==> src/lowv_map.svh <==
`ifndef LOWV_MAP_SVH
`define LOWV_MAP_SVH
// ****************************************
// Register addresses
// ****************************************
`define LOWV_CONTROL_ADDR     32'hfffff890
`define RAM_STATUS_ADDR       32'hfffff892
`define EMU_FORCE_ADDR        32'hfffff9fe
`define THRESHOLD_SEL_ADDR    32'hfffff891
`define PROTECT_KEY_ADDR      32'hfffff8fc
// ****************************************
// Field positions
// ****************************************
`define DETECT_ON_BIT         7
`define RESET_MODE_BIT        1
`define BELOW_FLAG_BIT        0
`define THRESHOLD_BIT         0
`define RAM_INVALID_BIT       0
`define EMU_RAM_FORCE_BIT     2
// ****************************************
// Reset values and timing
// ****************************************
`define LOWV_CONTROL_RST      8'h00
`define RAM_STATUS_RST        8'h01
`define EMU_FORCE_RST         8'h00
`define THRESHOLD_RST         8'h00
`define SETTLE_TIME_US        200
`define CLK_MHZ               20
`define SETTLE_CYCLES         (`SETTLE_TIME_US * `CLK_MHZ)
`endif

==> src/lowv_pkg.sv <==
`default_nettype none
package lowv_pkg;
   typedef struct packed {
      logic [31:0] addr;
      logic [7:0]  wdata;
      logic        wr;
      logic        rd;
      logic        bit_op;
   } bus_req_t;
   typedef enum logic [1:0] {
      PROT_IDLE  = 2'b00,
      PROT_ARMED = 2'b01
   } prot_state_t;
endpackage
`default_nettype wire

==> src/lowv_ctrl.sv <==
// Operation
// - Control register changes only through the protected write sequence.
// - Control register byte/bit access; bit 0 ignores writes.
// - Bit 7 enables detection.
// - Bit 1 selects interrupt (0) or internal reset (1).
// - Bit 0 shows supply below level while enabled, else 0.
// - Interrupt output follows the flag when enabled in interrupt mode.
// - Armed reset mode locks the control register until a foreign reset.
// - Armed reset mode locks the threshold register likewise.
// - Threshold bit 0 picks higher level, 1 lower level.
// - Threshold register is byte access, upper bits kept zero.
// - RAM status is protected, bit 0 invalid flag, resets to 1.
// - RAM flag set by retention loss, instruction, watchdog, RAM, clock-monitor resets; the block has no instruction-reset input.
// - RAM flag clears only by protected write of 0.
// - Retention comparator low sets the RAM flag, also at power-up.
// - Reset mode holds internal reset while supply is low.
// - Detector reset sets cause bit 0 of reset cause register.
// - In emulation, force bit sets RAM flag and holds until cleared.
// - While force bit is 1 in emulation mode, software cannot clear the RAM flag.
`include "lowv_map.svh"
`default_nettype none
module lowv_ctrl (
   // Clock and reset
   input  wire logic        clk_i,
   input  wire logic        arst_n_i,
   // Register port
   input  wire logic [31:0] addr_i,
   input  wire logic [7:0]  wdata_i,
   input  wire logic        wr_i,
   input  wire logic        rd_i,
   output logic      [7:0]  rdata_o,
   // Reset sources and emulation mode
   input  wire logic        foreign_reset_i,
   input  wire logic        watchdog_reset_i,
   input  wire logic        ram_access_reset_i,
   input  wire logic        clk_monitor_reset_i,
   input  wire logic        emu_mode_i,
   // Analog comparators
   input  wire logic        below_level_raw_i,
   input  wire logic        below_retention_raw_i,
   // Outputs to system
   output logic             threshold_bit_o,
   output logic             lowv_irq_o,
   output logic             lowv_reset_out_o,
   output logic             lowv_reset_cause_o
);
   // ****************************************
   // Synchronisers
   // ****************************************
   logic [1:0] lvl_sync_q;
   logic [1:0] ret_sync_q;
   always_ff @(posedge clk_i or negedge arst_n_i) begin
      if (!arst_n_i) begin
         lvl_sync_q <= 2'h0;
         ret_sync_q <= 2'h3;
      end else begin
         lvl_sync_q <= {lvl_sync_q[0], below_level_raw_i};
         ret_sync_q <= {ret_sync_q[0], below_retention_raw_i};
      end
   end
   wire logic below_lvl  = lvl_sync_q[1];
   wire logic below_ret  = ret_sync_q[1];
   // ****************************************
   // Protected write sequence
   // ****************************************
   // A write to the key address opens exactly the next write.
   lowv_pkg::prot_state_t prot_q;
   wire logic key_wr  = wr_i && (addr_i == `PROTECT_KEY_ADDR);
   wire logic prot_ok = wr_i && !key_wr && (prot_q == lowv_pkg::PROT_ARMED);
   always_ff @(posedge clk_i or negedge arst_n_i) begin
      if (!arst_n_i) begin
         prot_q <= lowv_pkg::PROT_IDLE;
      end else if (key_wr) begin
         prot_q <= lowv_pkg::PROT_ARMED;
      end else if (wr_i) begin
         prot_q <= lowv_pkg::PROT_IDLE;
      end
   end
   // ****************************************
   // Control and threshold registers
   // ****************************************
   logic detect_on_q;
   logic reset_mode_select_q;
   logic threshold_bit_q;
   logic below_level_flag;
   wire logic locked = detect_on_q && reset_mode_select_q;
   wire logic ctl_wr = prot_ok && (addr_i == `LOWV_CONTROL_ADDR);
   wire logic thr_wr = wr_i && (addr_i == `THRESHOLD_SEL_ADDR);
   always_ff @(posedge clk_i or negedge arst_n_i) begin
      if (!arst_n_i) begin
         detect_on_q         <= 1'b0;
         reset_mode_select_q <= 1'b0;
      end else if (foreign_reset_i) begin
         detect_on_q         <= 1'b0;
         reset_mode_select_q <= 1'b0;
      end else if (ctl_wr && !locked) begin
         detect_on_q         <= wdata_i[`DETECT_ON_BIT];
         reset_mode_select_q <= wdata_i[`RESET_MODE_BIT];
         // Bit 0 is not stored: it mirrors the comparator
      end
   end
   always_ff @(posedge clk_i or negedge arst_n_i) begin
      if (!arst_n_i) begin
         threshold_bit_q <= 1'b0;
      end else if (foreign_reset_i) begin
         threshold_bit_q <= 1'b0;
      end else if (thr_wr && !locked) begin
         threshold_bit_q <= wdata_i[`THRESHOLD_BIT];
      end
   end
   assign below_level_flag = detect_on_q && below_lvl;
   // ****************************************
   // RAM status and emulation force
   // ****************************************
   logic ram_invalid_q;
   logic emu_ram_force_q;
   wire logic emu_force_on = emu_ram_force_q && emu_mode_i;
   wire logic emu_wr = wr_i && emu_mode_i && (addr_i == `EMU_FORCE_ADDR);
   wire logic ram_wr = prot_ok && (addr_i == `RAM_STATUS_ADDR);
   wire logic ram_set = below_ret || emu_force_on || watchdog_reset_i
                        || ram_access_reset_i || clk_monitor_reset_i
                        || (ram_wr && wdata_i[`RAM_INVALID_BIT]);
   always_ff @(posedge clk_i or negedge arst_n_i) begin
      if (!arst_n_i) begin
         emu_ram_force_q <= 1'b0;
      end else if (emu_wr) begin
         emu_ram_force_q <= wdata_i[`EMU_RAM_FORCE_BIT];
      end
   end
   always_ff @(posedge clk_i or negedge arst_n_i) begin
      if (!arst_n_i) begin
         ram_invalid_q <= 1'b1;
      end else if (ram_set) begin
         ram_invalid_q <= 1'b1;
      end else if (ram_wr && !wdata_i[`RAM_INVALID_BIT]) begin
         ram_invalid_q <= 1'b0;
      end
   end
   // ****************************************
   // System outputs
   // ****************************************
   logic irq_q;
   logic rst_q;
   logic cause_q;
   logic thr_out_q;
   always_ff @(posedge clk_i or negedge arst_n_i) begin
      if (!arst_n_i) begin
         irq_q     <= 1'b0;
         rst_q     <= 1'b0;
         thr_out_q <= 1'b0;
      end else begin
         irq_q     <= below_level_flag && !reset_mode_select_q;
         rst_q     <= below_level_flag && reset_mode_select_q;
         thr_out_q <= threshold_bit_q;
      end
   end
   // Cause is sticky across the detector's own reset; a foreign reset clears it unless rst_q is high in the same cycle
   always_ff @(posedge clk_i or negedge arst_n_i) begin
      if (!arst_n_i) begin
         cause_q <= 1'b0;
      end else if (rst_q) begin
         cause_q <= 1'b1;
      end else if (foreign_reset_i) begin
         cause_q <= 1'b0;
      end
   end
   assign lowv_irq_o         = irq_q;
   assign lowv_reset_out_o   = rst_q;
   assign lowv_reset_cause_o = cause_q;
   assign threshold_bit_o    = thr_out_q;
   // ****************************************
   // Read path
   // ****************************************
   logic [7:0] rdata_q;
   logic [7:0] rdata_d;
   always_comb begin
      rdata_d = 8'h00;
      unique case (addr_i)
         `LOWV_CONTROL_ADDR:  rdata_d = {detect_on_q, 5'h00, reset_mode_select_q,
                                         below_level_flag};
         `THRESHOLD_SEL_ADDR: rdata_d = {7'h00, threshold_bit_q};
         `RAM_STATUS_ADDR:    rdata_d = {7'h00, ram_invalid_q};
         `EMU_FORCE_ADDR:     rdata_d = {5'h00, emu_force_on, 2'h0};
         default:             rdata_d = 8'h00;
      endcase
   end
   always_ff @(posedge clk_i or negedge arst_n_i) begin
      if (!arst_n_i) begin
         rdata_q <= 8'h00;
      end else if (rd_i) begin
         rdata_q <= rdata_d;
      end else begin
         rdata_q <= 8'h00;
      end
   end
   assign rdata_o = rdata_q;
   // ****************************************
   // Checks: system outputs
   // ****************************************
   // Outputs lag the flag by one flop, so most checks look one edge later

   irq_follows_flag_a: assert property (@(posedge clk_i) disable iff (!arst_n_i)
      (below_level_flag && !reset_mode_select_q) |=> lowv_irq_o)
      else $error("irq not following flag");

   irq_drops_a: assert property (@(posedge clk_i) disable iff (!arst_n_i)
      !below_level_flag |=> !lowv_irq_o)
      else $error("irq without flag");

   reset_holds_low_a: assert property (@(posedge clk_i) disable iff (!arst_n_i)
      (below_level_flag && reset_mode_select_q) |=> lowv_reset_out_o && !lowv_irq_o)
      else $error("reset not held");

   reset_release_a: assert property (@(posedge clk_i) disable iff (!arst_n_i)
      !below_level_flag |=> !lowv_reset_out_o)
      else $error("reset without flag");

   mode_excl_a: assert property (@(posedge clk_i) disable iff (!arst_n_i)
      !(lowv_irq_o && lowv_reset_out_o))
      else $error("irq and reset together");

   detect_off_a: assert property (@(posedge clk_i) disable iff (!arst_n_i)
      !detect_on_q |=> !lowv_irq_o && !lowv_reset_out_o)
      else $error("response while detection off");

   cause_set_a: assert property (@(posedge clk_i) disable iff (!arst_n_i)
      lowv_reset_out_o |=> lowv_reset_cause_o)
      else $error("cause bit not set");

   cause_sticky_a: assert property (@(posedge clk_i) disable iff (!arst_n_i)
      (lowv_reset_cause_o && !foreign_reset_i) |=> lowv_reset_cause_o)
      else $error("cause bit lost");

   cause_clear_a: assert property (@(posedge clk_i) disable iff (!arst_n_i)
      (foreign_reset_i && !rst_q) |=> !lowv_reset_cause_o)
      else $error("cause bit not cleared");

   thr_out_a: assert property (@(posedge clk_i) disable iff (!arst_n_i)
      1'b1 |=> threshold_bit_o == $past(threshold_bit_q))
      else $error("threshold output wrong");

   // ****************************************
   // Checks: control and threshold registers
   // ****************************************
   // The lock is the hazard here: a stray write must never disarm reset mode

   lock_holds_a: assert property (@(posedge clk_i) disable iff (!arst_n_i)
      (locked && !foreign_reset_i) |=> locked)
      else $error("lock released");

   foreign_unlock_a: assert property (@(posedge clk_i) disable iff (!arst_n_i)
      foreign_reset_i |=> !locked)
      else $error("lock kept after foreign reset");

   thr_locked_a: assert property (@(posedge clk_i) disable iff (!arst_n_i)
      (locked && !foreign_reset_i) |=> $stable(threshold_bit_q))
      else $error("threshold changed while locked");

   thr_foreign_a: assert property (@(posedge clk_i) disable iff (!arst_n_i)
      foreign_reset_i |=> !threshold_bit_q)
      else $error("threshold kept after foreign reset");

   unprot_write_a: assert property (@(posedge clk_i) disable iff (!arst_n_i)
      (wr_i && prot_q == lowv_pkg::PROT_IDLE && !foreign_reset_i) |=>
      $stable(detect_on_q) && $stable(reset_mode_select_q))
      else $error("unprotected write took effect");

   prot_write_a: assert property (@(posedge clk_i) disable iff (!arst_n_i)
      (ctl_wr && !locked && !foreign_reset_i) |=>
      detect_on_q == $past(wdata_i[`DETECT_ON_BIT])
      && reset_mode_select_q == $past(wdata_i[`RESET_MODE_BIT]))
      else $error("protected write not taken");

   prot_one_shot_a: assert property (@(posedge clk_i) disable iff (!arst_n_i)
      (wr_i && !key_wr) |=> prot_q == lowv_pkg::PROT_IDLE)
      else $error("protection stays open");

   flag_off_a: assert property (@(posedge clk_i) disable iff (!arst_n_i)
      !detect_on_q |-> !below_level_flag)
      else $error("flag set while disabled");

   ctl_bit0_a: assert property (@(posedge clk_i) disable iff (!arst_n_i)
      (rd_i && addr_i == `LOWV_CONTROL_ADDR) |=>
      rdata_o[`BELOW_FLAG_BIT] == $past(below_level_flag) && rdata_o[6:2] == 5'h00)
      else $error("control read wrong");

   thr_read_a: assert property (@(posedge clk_i) disable iff (!arst_n_i)
      (rd_i && addr_i == `THRESHOLD_SEL_ADDR) |=> rdata_o[7:1] == 7'h00)
      else $error("threshold upper bits set");

   rdata_idle_a: assert property (@(posedge clk_i) disable iff (!arst_n_i)
      !rd_i |=> rdata_o == 8'h00)
      else $error("read data outside read");

   // ****************************************
   // Checks: RAM flag and emulation force
   // ****************************************
   // Set must win over clear, or a brown-out during the clear would be missed

   ram_set_a: assert property (@(posedge clk_i) disable iff (!arst_n_i)
      below_ret |=> ram_invalid_q)
      else $error("ram flag not set");

   ram_sources_a: assert property (@(posedge clk_i) disable iff (!arst_n_i)
      (watchdog_reset_i || ram_access_reset_i || clk_monitor_reset_i) |=> ram_invalid_q)
      else $error("ram flag missed a reset source");

   ram_read_a: assert property (@(posedge clk_i) disable iff (!arst_n_i)
      (rd_i && addr_i == `RAM_STATUS_ADDR) |=> rdata_o == {7'h00, $past(ram_invalid_q)})
      else $error("ram status read wrong");

   force_blocks_a: assert property (@(posedge clk_i) disable iff (!arst_n_i)
      emu_force_on |=> ram_invalid_q)
      else $error("ram flag cleared under force");

   force_holds_a: assert property (@(posedge clk_i) disable iff (!arst_n_i)
      (emu_ram_force_q && !emu_wr) |=> emu_ram_force_q)
      else $error("force bit cleared by itself");

   emu_zero_a: assert property (@(posedge clk_i) disable iff (!arst_n_i)
      (rd_i && addr_i == `EMU_FORCE_ADDR && !emu_mode_i) |=> rdata_o == 8'h00)
      else $error("force bit visible outside emulation");

   ram_clear_a: assert property (@(posedge clk_i) disable iff (!arst_n_i)
      (!ram_invalid_q && $past(ram_invalid_q)) |-> $past(ram_wr))
      else $error("ram flag cleared without protected write");
endmodule
`default_nettype wire

==> config.mk <==
export PLATFORM = sky130hd
export DESIGN_NAME = lowv_ctrl
export DESIGN_NICKNAME = d
export VERILOG_FILES = /design/src/lowv_pkg.sv /design/src/lowv_ctrl.sv
export VERILOG_INCLUDE_DIRS = /design/src
export SDC_FILE = /design/constraint.sdc
export NUM_CORES = 1
export LEC_CHECK = 0
export ABC_AREA = 0
export BUFFER_PORTS_ARGS = -buffer_cell sky130_fd_sc_hd__buf_2
export CORE_ASPECT_RATIO = 1.1
export CORE_UTILIZATION = 40
export CTS_CLUSTER_SIZE = 30
export DETAILED_ROUTE_END_ITERATION = 10
export HOLD_SLACK_MARGIN = 0.02
export PLACE_DENSITY = 0.89
export SYNTH_ARGS = -nofsm -noshare
export SYNTH_HDL_FRONTEND = slang
export SYNTH_SLANG_ARGS = --single-unit
==> constraint.sdc <==
create_clock -name clk_i -period 1.69 [get_ports clk_i]
set_input_delay 0.0845 -clock clk_i [delete_from_list [all_inputs] [get_ports clk_i]]
set_output_delay 0.0845 -clock clk_i [all_outputs]
set_load 0.02 [all_outputs]
==> run summary, run 1 <==
Status -> complete, no violations
Final instance area -> 1270 um2
P&R area growth vs syn -> 40.2%
DP Area -> 1190 um2
Top cells by instance count after synthesis -> 15 x dfrtp_1, 13 x nand2_1, 8 x nand4_1, 6 x nor4_1, 5 x nor2_1
Sequential share of the synthesized area -> 0.503
DP HPWL -> 1600 um
H-tree Lvls -> 1
Yosys top cell area share -> 0.416
Setup TNS -> 0 ns
Multiplexer area fraction after synthesis -> 0.0568
Yosys Warn Count -> 0
Setup ws final -> 0.185 ns
R2R Path Start -> prot_q[0]
Ys flop type -> dfrtp_1
Asr flop ratio synth -> 1.00
Die area -> 2450 um2
Root buffer cell -> clkbuf_4
Routed length per instance -> 11.2 um
Final #Nets -> 202
First-pass GRT wire length -> 3180 um
Slew Viols, Final -> 0
Initial antenna violation count -> 0
CTS tree -> yes
Fillers -> 178
Hold_sp -> wdata_i[1]
Worst-path maximum fanout -> 3
Critical path capture point type -> register
Hold worst-path end -> reset_mode_select_q
Syn avg cell area -> 10.2 um2
Total number of vias -> 870
Fin crit share -> 0.890
Synth area leaders -> dfrtp_1 42%, dfstp_2 8.7%, nand4_1 5.5%, nand2_1 5.4%, mux2i_1 4.4%
Seq cells post-synth -> 18
Num ports -> 63
PwrDens -> 639 nW/um2
Grt ovf -> 0
Reg clk slew, reported paths -> 0.10 ns
Quantity of I/O buffers inserted on ports -> 54
HP Class -> in -> reg
Most frequent cell after synthesis -> dfrtp_1
Initial core utilization -> 0.438
RSZ-0062 raised after global routing -> no
Post-synthesis xor/xnor area fraction -> 0
Fmax -> 664 MHz
R2R cell count -> 3
Hold Crit Depth -> 3
FF-to-FF End -> reset_mode_select_q
GRT Total Usage -> 0.183
Deepest clock path buffer count -> 2
Worst EP arrival -> 1.72 ns
Core footprint -> 2060 um2
Post-synth top area cell -> dfrtp_1
Largest net degree at the start of global routing -> 19
Via-to-Cell Ratio -> 4.89
# DRC -> 0
Hold Vio Cnt, Final -> 0
Syn Inst Count -> 89
Worst skew pair latency -> 0.29 ns
GPL Wtd Cong -> 0.732
N_diodes -> 0
Max cap viols -> 0
Critical Path Start Type -> register
Clock skew -> 0.00332 ns
Fin Hold WS -> 0.0338 ns
Compound-gate portion of the synthesized area -> 0.0332
CTS Buf Count -> 3
Share of layout cells above drive strength 1 -> 0.447
Cell Area, Synth -> 903 um2
Die height -> 51.8 um
FF-to-FF setup slack -> 0.19 ns
Leak Pwr -> 0.633 nW
Post-synth EDFFs -> 0
Iter 0 DRT Violations -> 16
WP data required -> 1.91 ns
Largest family of logic cells by synthesized area -> simple AND/OR/NAND/NOR gates
1st-pass router iterations -> 4
Clock sink count -> 18
WL final -> 2000 um
Synth Area in Simple Gates -> 0.357
Final setup viols -> 0
Post-route ant nets -> 0
Post-layout min period -> 1.50 ns
Synth unique cells -> 29
Peak supply drop -> 0.000428 V
Gates resized, CTS repair -> 0
Row count -> 17
Setup CP Type -> reg -> reg
Die Wd -> 47.3 um
Dpl ws -> 0.0434 ns
Synthesized-area fraction occupied by adder cells -> 0
Vias in the first global route -> 790
## worst max path at each step
stage                          start                  end  slack [ns]  depth (start not counted)
after CTS                  prot_q[0]  reset_mode_select_q        0.18                          3
final                      prot_q[0]  reset_mode_select_q        0.19                          3
after detailed placement  addr_i[18]      emu_ram_force_q        0.04                          5
after global placement    addr_i[18]      emu_ram_force_q        0.08                          5
after global routing       prot_q[0]  reset_mode_select_q        0.11                          3
after floorplan           addr_i[23]      emu_ram_force_q        0.22                          4
## layout make-up
class	count	area, um2	area share
Clock buffer	4	36.3	0.0287
Tap cell	28	35.0	0.0277
Inverter	3	11.3	0.00889
Multi-Input combinational cell	67	419	0.331
Sequential cell	18	454	0.359
Timing Repair Buffer	58	310	0.245
## cells in the final DEF, fill, tap and decap left out, types with 2 or more instances in the layout
| cell | count |
|---|---|
| buf_2 | 54 |
| dfrtp_1 | 15 |
| nand2_1 | 13 |
| nand4_1 | 8 |
| nor4_1 | 6 |
| nor2_1 | 5 |
| nand3_1 | 4 |
| mux2i_1 | 4 |
| conb_1 | 4 |
| dlygate4sd3_1 | 4 |
| inv_1 | 3 |
| clkbuf_4 | 3 |
| dfstp_2 | 3 |
| nor2b_1 | 2 |
| and3_1 | 2 |
| nand2b_1 | 2 |
| and2_1 | 2 |
| nor4_2 | 2 |
## what timing repair did
action | in CTS | in global routing
buffers inserted | 0 | 0
endpoints found under the setup margin | 0 | 0
hold buffers | 4 | 0
endpoints found under the hold margin | 21 | 0
## layer usage
layer	up-vias	GRT usage	wire (um)
li1	446	-	-
met4	0	0.0571	12
met5	-	0	0
met2	26	0.290	1040
met1	396	0.242	871
met3	2	0.0417	73
## power by group
part / total, W / switching [W] / internal [W]
combinational: 0.000107 / 0.0000538 / 0.0000533
sequential: 0.000439 / 0.00000145 / 0.000437
clock: 0.000263 / 0.000132 / 0.000131
## worst max-delay path: stages, from the launching register on
cell and delay, ns:
dfrtp_1 0.37, or3b_2 0.45, nor4_2 0.38, mux2i_1 0.23
## through the flow
| step | power, W | utilization | instances |
|---|---|---|---|
| 3_5_place_dp | 0.000546 | 0.577 | 170 |
| 3_3_place_gp | 0.000543 | 0.577 | 170 |
| 5_1_grt | 0.000849 | 0.614 | 178 |
| 2_1_floorplan | 0.000480 | - | 92 |
| 4_1_cts | 0.000819 | 0.614 | 178 |
| 6_report | 0.000809 | 0.614 | 178 |
## sequential cells by signal, summed over array words and instances, names as in the netlist
signal	count
reset_mode_select_q	1
rdata_o	4
lowv_irq_o	1
threshold_bit_q	1
emu_ram_force_q	1
ram_invalid_q	1
lvl_sync_q	2
prot_q	1
lowv_reset_cause_o	1
detect_on_q	1
ret_sync_q	2
threshold_bit_o	1
lowv_reset_out_o	1
## logic make-up (layout without fill, tap and decap cells)
kind of cell	Yosys count	count (layout)
buffers and inverters	7	65
flip-flops	18	18
multiplexers	5	5
AND/OR/NAND/NOR	54	54
AO/OA/AOI/OAI	4	4
other	1	4
(Power assumes the default switching activity.)
==> inputs of run 2 (changes only) <==
--- a/config.mk
+++ b/config.mk
@@ -7,13 +7,14 @@
 export NUM_CORES = 1
 export LEC_CHECK = 0
 export ABC_AREA = 0
-export BUFFER_PORTS_ARGS = -buffer_cell sky130_fd_sc_hd__buf_2
 export CORE_ASPECT_RATIO = 1.1
-export CORE_UTILIZATION = 40
+export CORE_UTILIZATION = 59
 export CTS_CLUSTER_SIZE = 30
 export DETAILED_ROUTE_END_ITERATION = 10
+export DONT_BUFFER_PORTS = 1
 export HOLD_SLACK_MARGIN = 0.02
-export PLACE_DENSITY = 0.89
+export PLACE_DENSITY = 0.86
+export RECOVER_POWER = 25
 export SYNTH_ARGS = -nofsm -noshare
 export SYNTH_HDL_FRONTEND = slang
 export SYNTH_SLANG_ARGS = --single-unit
==> run 2 against run 1 <==
First-iteration DRC count rose by 13%. Maximum frequency fell by 6.4%. Design area fell by 14%. Critical path type is now in -> reg. Critical endpoint is now ram_invalid_q. Largest cell class unchanged. Largest power group unchanged. Highest routed layer unchanged.
==> run summary, run 2 (synthesized netlist as in run 1, its figures left out) <==
Die Wd -> 39.3 um
Slew Viols, Final -> 0
Reg clk slew, reported paths -> 0.11 ns
RSZ-0062 raised after global routing -> no
Setup TNS -> 0 ns
Clock sink count -> 18
Setup repair bufs after CTS -> 0
GRT Total Usage -> 0.267
Critical path's slowest cell -> or4_4
Clock skew -> 0.00874 ns
PwrDens -> 709 nW/um2
Cell Chain, Critical Path -> nand4_1 -> or4_4 -> nor4_4 -> mux2i_1 -> dlygate4sd3_1
Deepest clock path buffer count -> 2
Row count -> 14
Die area -> 1690 um2
Worst skew pair latency -> 0.30 ns
Crit path buffers/inverters -> 1
DP HPWL -> 1470 um
Total number of vias -> 791
CTS tree -> yes
H-tree Lvls -> 1
1st-pass router iterations -> 4
Critical path capture point type -> register
R2R cell count -> 5
Initial core utilization -> 0.645
WL final -> 2150 um
Most common cell after layout, fill and taps aside -> dfrtp_1
Final setup viols -> 0
# DRC -> 0
Max reg flops -> 4
Via-to-Cell Ratio -> 6.54
HP Class -> in -> reg
Routed length per instance -> 17.7 um
Worst-path maximum fanout -> 4
Worst path top cell family by delay -> simple AND/OR/NAND/NOR gates
Status -> complete, no violations
Iter 0 DRT Violations -> 18
Die height -> 43.0 um
Setup CP Type -> in -> reg
Vias in the first global route -> 764
P&R area growth vs syn -> 20.2%
Critical path depth in cells -> 5
Hold Crit Depth -> 2
Max cap viols -> 0
Root buffer cell -> clkbuf_4
Fillers -> 92
Leak Pwr -> 0.451 nW
N_diodes -> 0
Relative slew slack -> 0.489
CTS Buf Count -> 3
Final #Nets -> 157
Fmax -> 622 MHz
Peak supply drop -> 0.000664 V
Post-route ant nets -> 0
Grt ovf -> 0
Post-layout min period -> 1.61 ns
Critical Path Start Type -> input pin
Slew @ Worst Pin -> 0.763 ns
WP data required -> 1.94 ns
Core footprint -> 1400 um2
Commonest cells after routing, fill and taps aside -> 15 x dfrtp_1, 13 x nand2_1, 13 x dlygate4sd3_1
Fin crit share -> 0.951
GPL Wtd Cong -> 0.849
First-pass GRT wire length -> 3080 um
Initial antenna violation count -> 0
Setup ws final -> 0.0828 ns
Num ports -> 63
Worst path max stage delay -> 0.61 ns
Quantity of I/O buffers inserted on ports -> 0
Dpl ws -> 0.110 ns
Share of layout cells above drive strength 1 -> 0.133
Hold Vio Cnt, Final -> 0
Fin Hold WS -> 0.0381 ns
Worst EP arrival -> 1.86 ns
Largest net degree at the start of global routing -> 19
-- run 2: cell types whose count changed in the layout (fill, tap and decap cells not counted) --
cell	previous run	this run
buf_2	54	0
nor4_4	0	1
nor4_1	6	5
dlygate4sd3_1	4	13
-- run 2: worst paths after layout --
| kind | start | end | slack, ns |
|---|---|---|---|
| min reg2reg | lvl_sync_q[0] | lvl_sync_q[1] | 0.36 |
| max in group asynchronous | arst_n_i | detect_on_q | 0.92 |
| min in group asynchronous | arst_n_i | rdata_o[1] | 0.28 |
| max reg2reg | ret_sync_q[1] | ram_invalid_q | 0.11 |
| min | addr_i[1] | prot_q[0] | 0.04 |
| max | addr_i[23] | ram_invalid_q | 0.08 |
-- run 2: metal layers --
| metal | global-route usage | part of all wire | up-vias |
|---|---|---|---|
| met1 | 0.321 | 0.36 | 391 |
| met2 | 0.457 | 0.54 | 42 |
| li1 | - | - | 352 |
| met3 | 0.0419 | 0.077 | 6 |
| met4 | 0.110 | 0.019 | 0 |
| met5 | 0 | 0 | - |
-- run 2: timing repair --
item	CTS	global route
endpoints found under the hold margin	30	0
setup endpoints to repair	0	1
gates resized for setup	0	2
hold buffers	13	0
-- run 2: where the power goes --
group / leakage (nW) / switching, W / internal [W]
Sequential: 0.237 / 0.00000157 / 0.000437
Combinational: 0.193 / 0.0000332 / 0.0000291
Clock: 0.0210 / 0.000138 / 0.000132
-- run 2: final cells by class --
cell class,count,area (um2),area share
well taps,16,20.0,0.0184
multi-input cells,67,434,0.400
inverters,3,11.3,0.0104
clock buffers,4,36.3,0.0334
flip-flops and latches,18,454,0.418
repair buffers,13,130,0.120
-- run 2: metrics by stage --
step	area (um2)	util	power (W)	cells
6_report	1090	0.775	0.000770	121
5_1_grt	1090	0.775	0.000803	121
4_1_cts	1070	0.764	0.000769	121
3_5_place_dp	905	0.646	0.000476	104
3_3_place_gp	905	0.646	0.000475	104
2_1_floorplan	915	-	0.000480	92
==> inputs of run 3 (changes only) <==
--- a/config.mk
+++ b/config.mk
@@ -6,14 +6,14 @@
 export SDC_FILE = /design/constraint.sdc
 export NUM_CORES = 1
 export LEC_CHECK = 0
-export ABC_AREA = 0
+export ABC_AREA = 1
 export CORE_ASPECT_RATIO = 1.1
-export CORE_UTILIZATION = 59
+export CORE_UTILIZATION = 60
 export CTS_CLUSTER_SIZE = 30
 export DETAILED_ROUTE_END_ITERATION = 10
 export DONT_BUFFER_PORTS = 1
 export HOLD_SLACK_MARGIN = 0.02
-export PLACE_DENSITY = 0.86
+export PLACE_DENSITY = 0.87
 export RECOVER_POWER = 25
 export SYNTH_ARGS = -nofsm -noshare
 export SYNTH_HDL_FRONTEND = slang
==> run 3 against run 2 <==
Clock skew fell by 0.0069 ns. Register-to-register slack improved by 0.09 ns. Wire length down 2.7%. Design area rose by 13%. Synthesized area rose by 16%. Global-route usage decreased by 1.3 points. Die area up 13%. Hold slack gained 0.0032 ns. Critical endpoint is now threshold_bit_q.
==> run summary, run 3 <==
Status -> complete, no violations
Slew Viols, Final -> 0
Crit path buffers/inverters -> 1
Largest net degree at the start of global routing -> 19
CTS Buf Count -> 3
Initial core utilization -> 0.655
Initial antenna violation count -> 0
Synth area leaders -> dfrtp_1 36%, nand2_1 17%, nor2_1 10%, dfstp_2 7.5%, nand3_1 5.7%
Pint -> 0.000605 W
Die area -> 1910 um2
Synth Area in Simple Gates -> 0.453
Most frequent cell after synthesis -> nand2_1
Post-synth EDFFs -> 0
Crit path top cell by count -> nor2_1
R2R cell count -> 5
Num ports -> 63
Synth unique cells -> 19
Share of layout cells above drive strength 1 -> 0.110
WP data required -> 1.87 ns
Yosys top cell area share -> 0.359
Critical Path Start Type -> register
Top cells by instance count after synthesis -> 46 x nand2_1, 28 x nor2_1, 15 x dfrtp_1, 14 x inv_1, 12 x nand3_1
Seq cells post-synth -> 18
Total number of vias -> 962
Fin crit share -> 0.884
Clock sink count -> 18
Commonest cells after routing, fill and taps aside -> 46 x nand2_1, 28 x nor2_1, 15 x dfrtp_1
Sw power -> 0.000172 W
Max reg flops -> 4
Post-route ant nets -> 0
Via-to-Cell Ratio -> 5.31
Post-synthesis xor/xnor area fraction -> 0
R2R Path Start -> reset_mode_select_q
Peak supply drop -> 0.000676 V
Critical path's slowest cell -> dlygate4sd3_1
DP HPWL -> 1620 um
Final #Nets -> 216
Row count -> 15
Setup repair bufs after CTS -> 0
GPL Wtd Cong -> 0.839
Multiplexer area fraction after synthesis -> 0
Iter 0 DRT Violations -> 19
Die Wd -> 41.8 um
# DRC -> 0
Cell Chain, Critical Path -> nand2_1 -> nand4_1 -> nor2_1 -> nor2_1 -> dlygate4sd3_1
FF-to-FF End -> threshold_bit_q
Final setup viols -> 0
Fillers -> 115
Inst Count DP -> 163
Fin util -> 0.767
Routed length per instance -> 11.5 um
Root buffer cell -> clkbuf_4
Die height -> 45.8 um
Fmax -> 670 MHz
Max cap viols -> 0
HP Class -> in -> reg
Worst skew pair latency -> 0.29 ns
Post-layout min period -> 1.49 ns
Leak Pwr -> 0.606 nW
Hold worst-path end -> emu_ram_force_q
N_diodes -> 0
Deepest clock path buffer count -> 2
Grt ovf -> 0
Asr flop ratio synth -> 1.00
Syn avg cell area -> 7.11 um2
Sequential share of the synthesized area -> 0.435
Relative slew slack -> 0.502
Final Non-Filler Cells -> 181
Syn Inst Count -> 147
Hold Crit Depth -> 3
1st-pass router iterations -> 4
Reg clk slew, reported paths -> 0.09 ns
Vias in the first global route -> 966
Power share of the combinational group -> 0.106
Worst EP arrival -> 1.67 ns
Synthesized-area fraction occupied by adder cells -> 0
Largest family of logic cells by synthesized area -> simple AND/OR/NAND/NOR gates
First-pass GRT wire length -> 3680 um
P&R area growth vs syn -> 17.1%
Yosys Warn Count -> 0
Cell Area, Synth -> 1040 um2
Slew @ Worst Pin -> 0.744 ns
Most common cell after layout, fill and taps aside -> nand2_1
Core footprint -> 1600 um2
WL final -> 2090 um
PwrDens -> 635 nW/um2
Switching portion of total power -> 0.221
Post-synth top area cell -> dfrtp_1
GRT Total Usage -> 0.254
FF-to-FF setup slack -> 0.20 ns
Seq pwr share -> 0.568
CTS tree -> yes
Worst-path maximum fanout -> 4
Ys flop type -> dfrtp_1
Clock skew -> 0.00184 ns
Setup TNS -> 0 ns
Quantity of I/O buffers inserted on ports -> 0
Worst path max stage delay -> 0.55 ns
Worst path top cell family by delay -> buffers and inverters
Setup CP Type -> reg -> reg
Hold_sp -> wr_i
RSZ-0062 raised after global routing -> no
Clk pwr share -> 0.326
Critical path capture point type -> register
H-tree Lvls -> 1
Compound-gate portion of the synthesized area -> 0.0144
Hold Vio Cnt, Final -> 0
-- run 3: power groups by stage --
stage | logic, W | clock network (W) | registers [W]
detailed placement | 0.0000516 | 0 | 0.000450
finish | 0.0000825 | 0.000253 | 0.000442
global placement | 0.0000488 | 0 | 0.000450
global route | 0.0000938 | 0.000283 | 0.000442
CTS | 0.0000819 | 0.000265 | 0.000442
floorplan | 0.0000522 | 0 | 0.000449
-- run 3: area by class of cell --
cell class	count	area, um2	share of cell area
clock buffer	4	36.3	0.0297
inverter	18	68.8	0.0562
multi-input combinational	110	503	0.411
sequential	18	454	0.371
tap	17	21.3	0.0174
timing repair buffer	14	140	0.115
-- run 3: worst min-delay path: cells and delay by family --
family	cells	cell delay [ns]
simple gates	3	0.21
-- run 3: stage by stage --
stage / cell area, um2 / power [W] / hold WS (ns) / setup slack [ns]
2_1_floorplan: 1060 / 0.000501 / -0.211 / 0.753
3_3_place_gp: 1050 / 0.000499 / -0.211 / 0.659
3_5_place_dp: 1050 / 0.000502 / -0.211 / 0.617
4_1_cts: 1220 / 0.000789 / 0.0331 / 0.202
5_1_grt: 1220 / 0.000819 / 0.0270 / 0.0423
6_report: 1220 / 0.000777 / 0.0412 / 0.197
-- run 3: routing by layer --
metal / up-vias / global-route usage / part of all wire
met2: 43 / 0.509 / 0.56
met1: 435 / 0.261 / 0.37
met5: - / 0 / 0
li1: 484 / - / -
met3: 0 / 0.0794 / 0.073
met4: 0 / 0.0516 / 0
-- run 3: what timing repair did --
item                                    4_1_cts  5_1_grt
gates resized for setup                       0        0
hold endpoints to repair                     28        0
endpoints found under the setup margin        0        0
hold buffers                                 14        0
-- run 3: cell families (layout without fill, tap and decap cells) --
kind of cell,count (synthesis),in the layout
other,1,4
and+or+nand+nor,104,104
buffers and inverters,22,36
AOI/OAI and AO/OA,2,2
DFF,18,18
-- run 3: worst max path at each step --
stage / endpoint / from / depth (start not counted)
2_1_floorplan: emu_ram_force_q / addr_i[17] / 7
3_3_place_gp: detect_on_q / detect_on_q / 5
3_5_place_dp: reset_mode_select_q / addr_i[10] / 11
4_1_cts: threshold_bit_q / reset_mode_select_q / 5
5_1_grt: threshold_bit_q / detect_on_q / 6
6_report: threshold_bit_q / reset_mode_select_q / 5
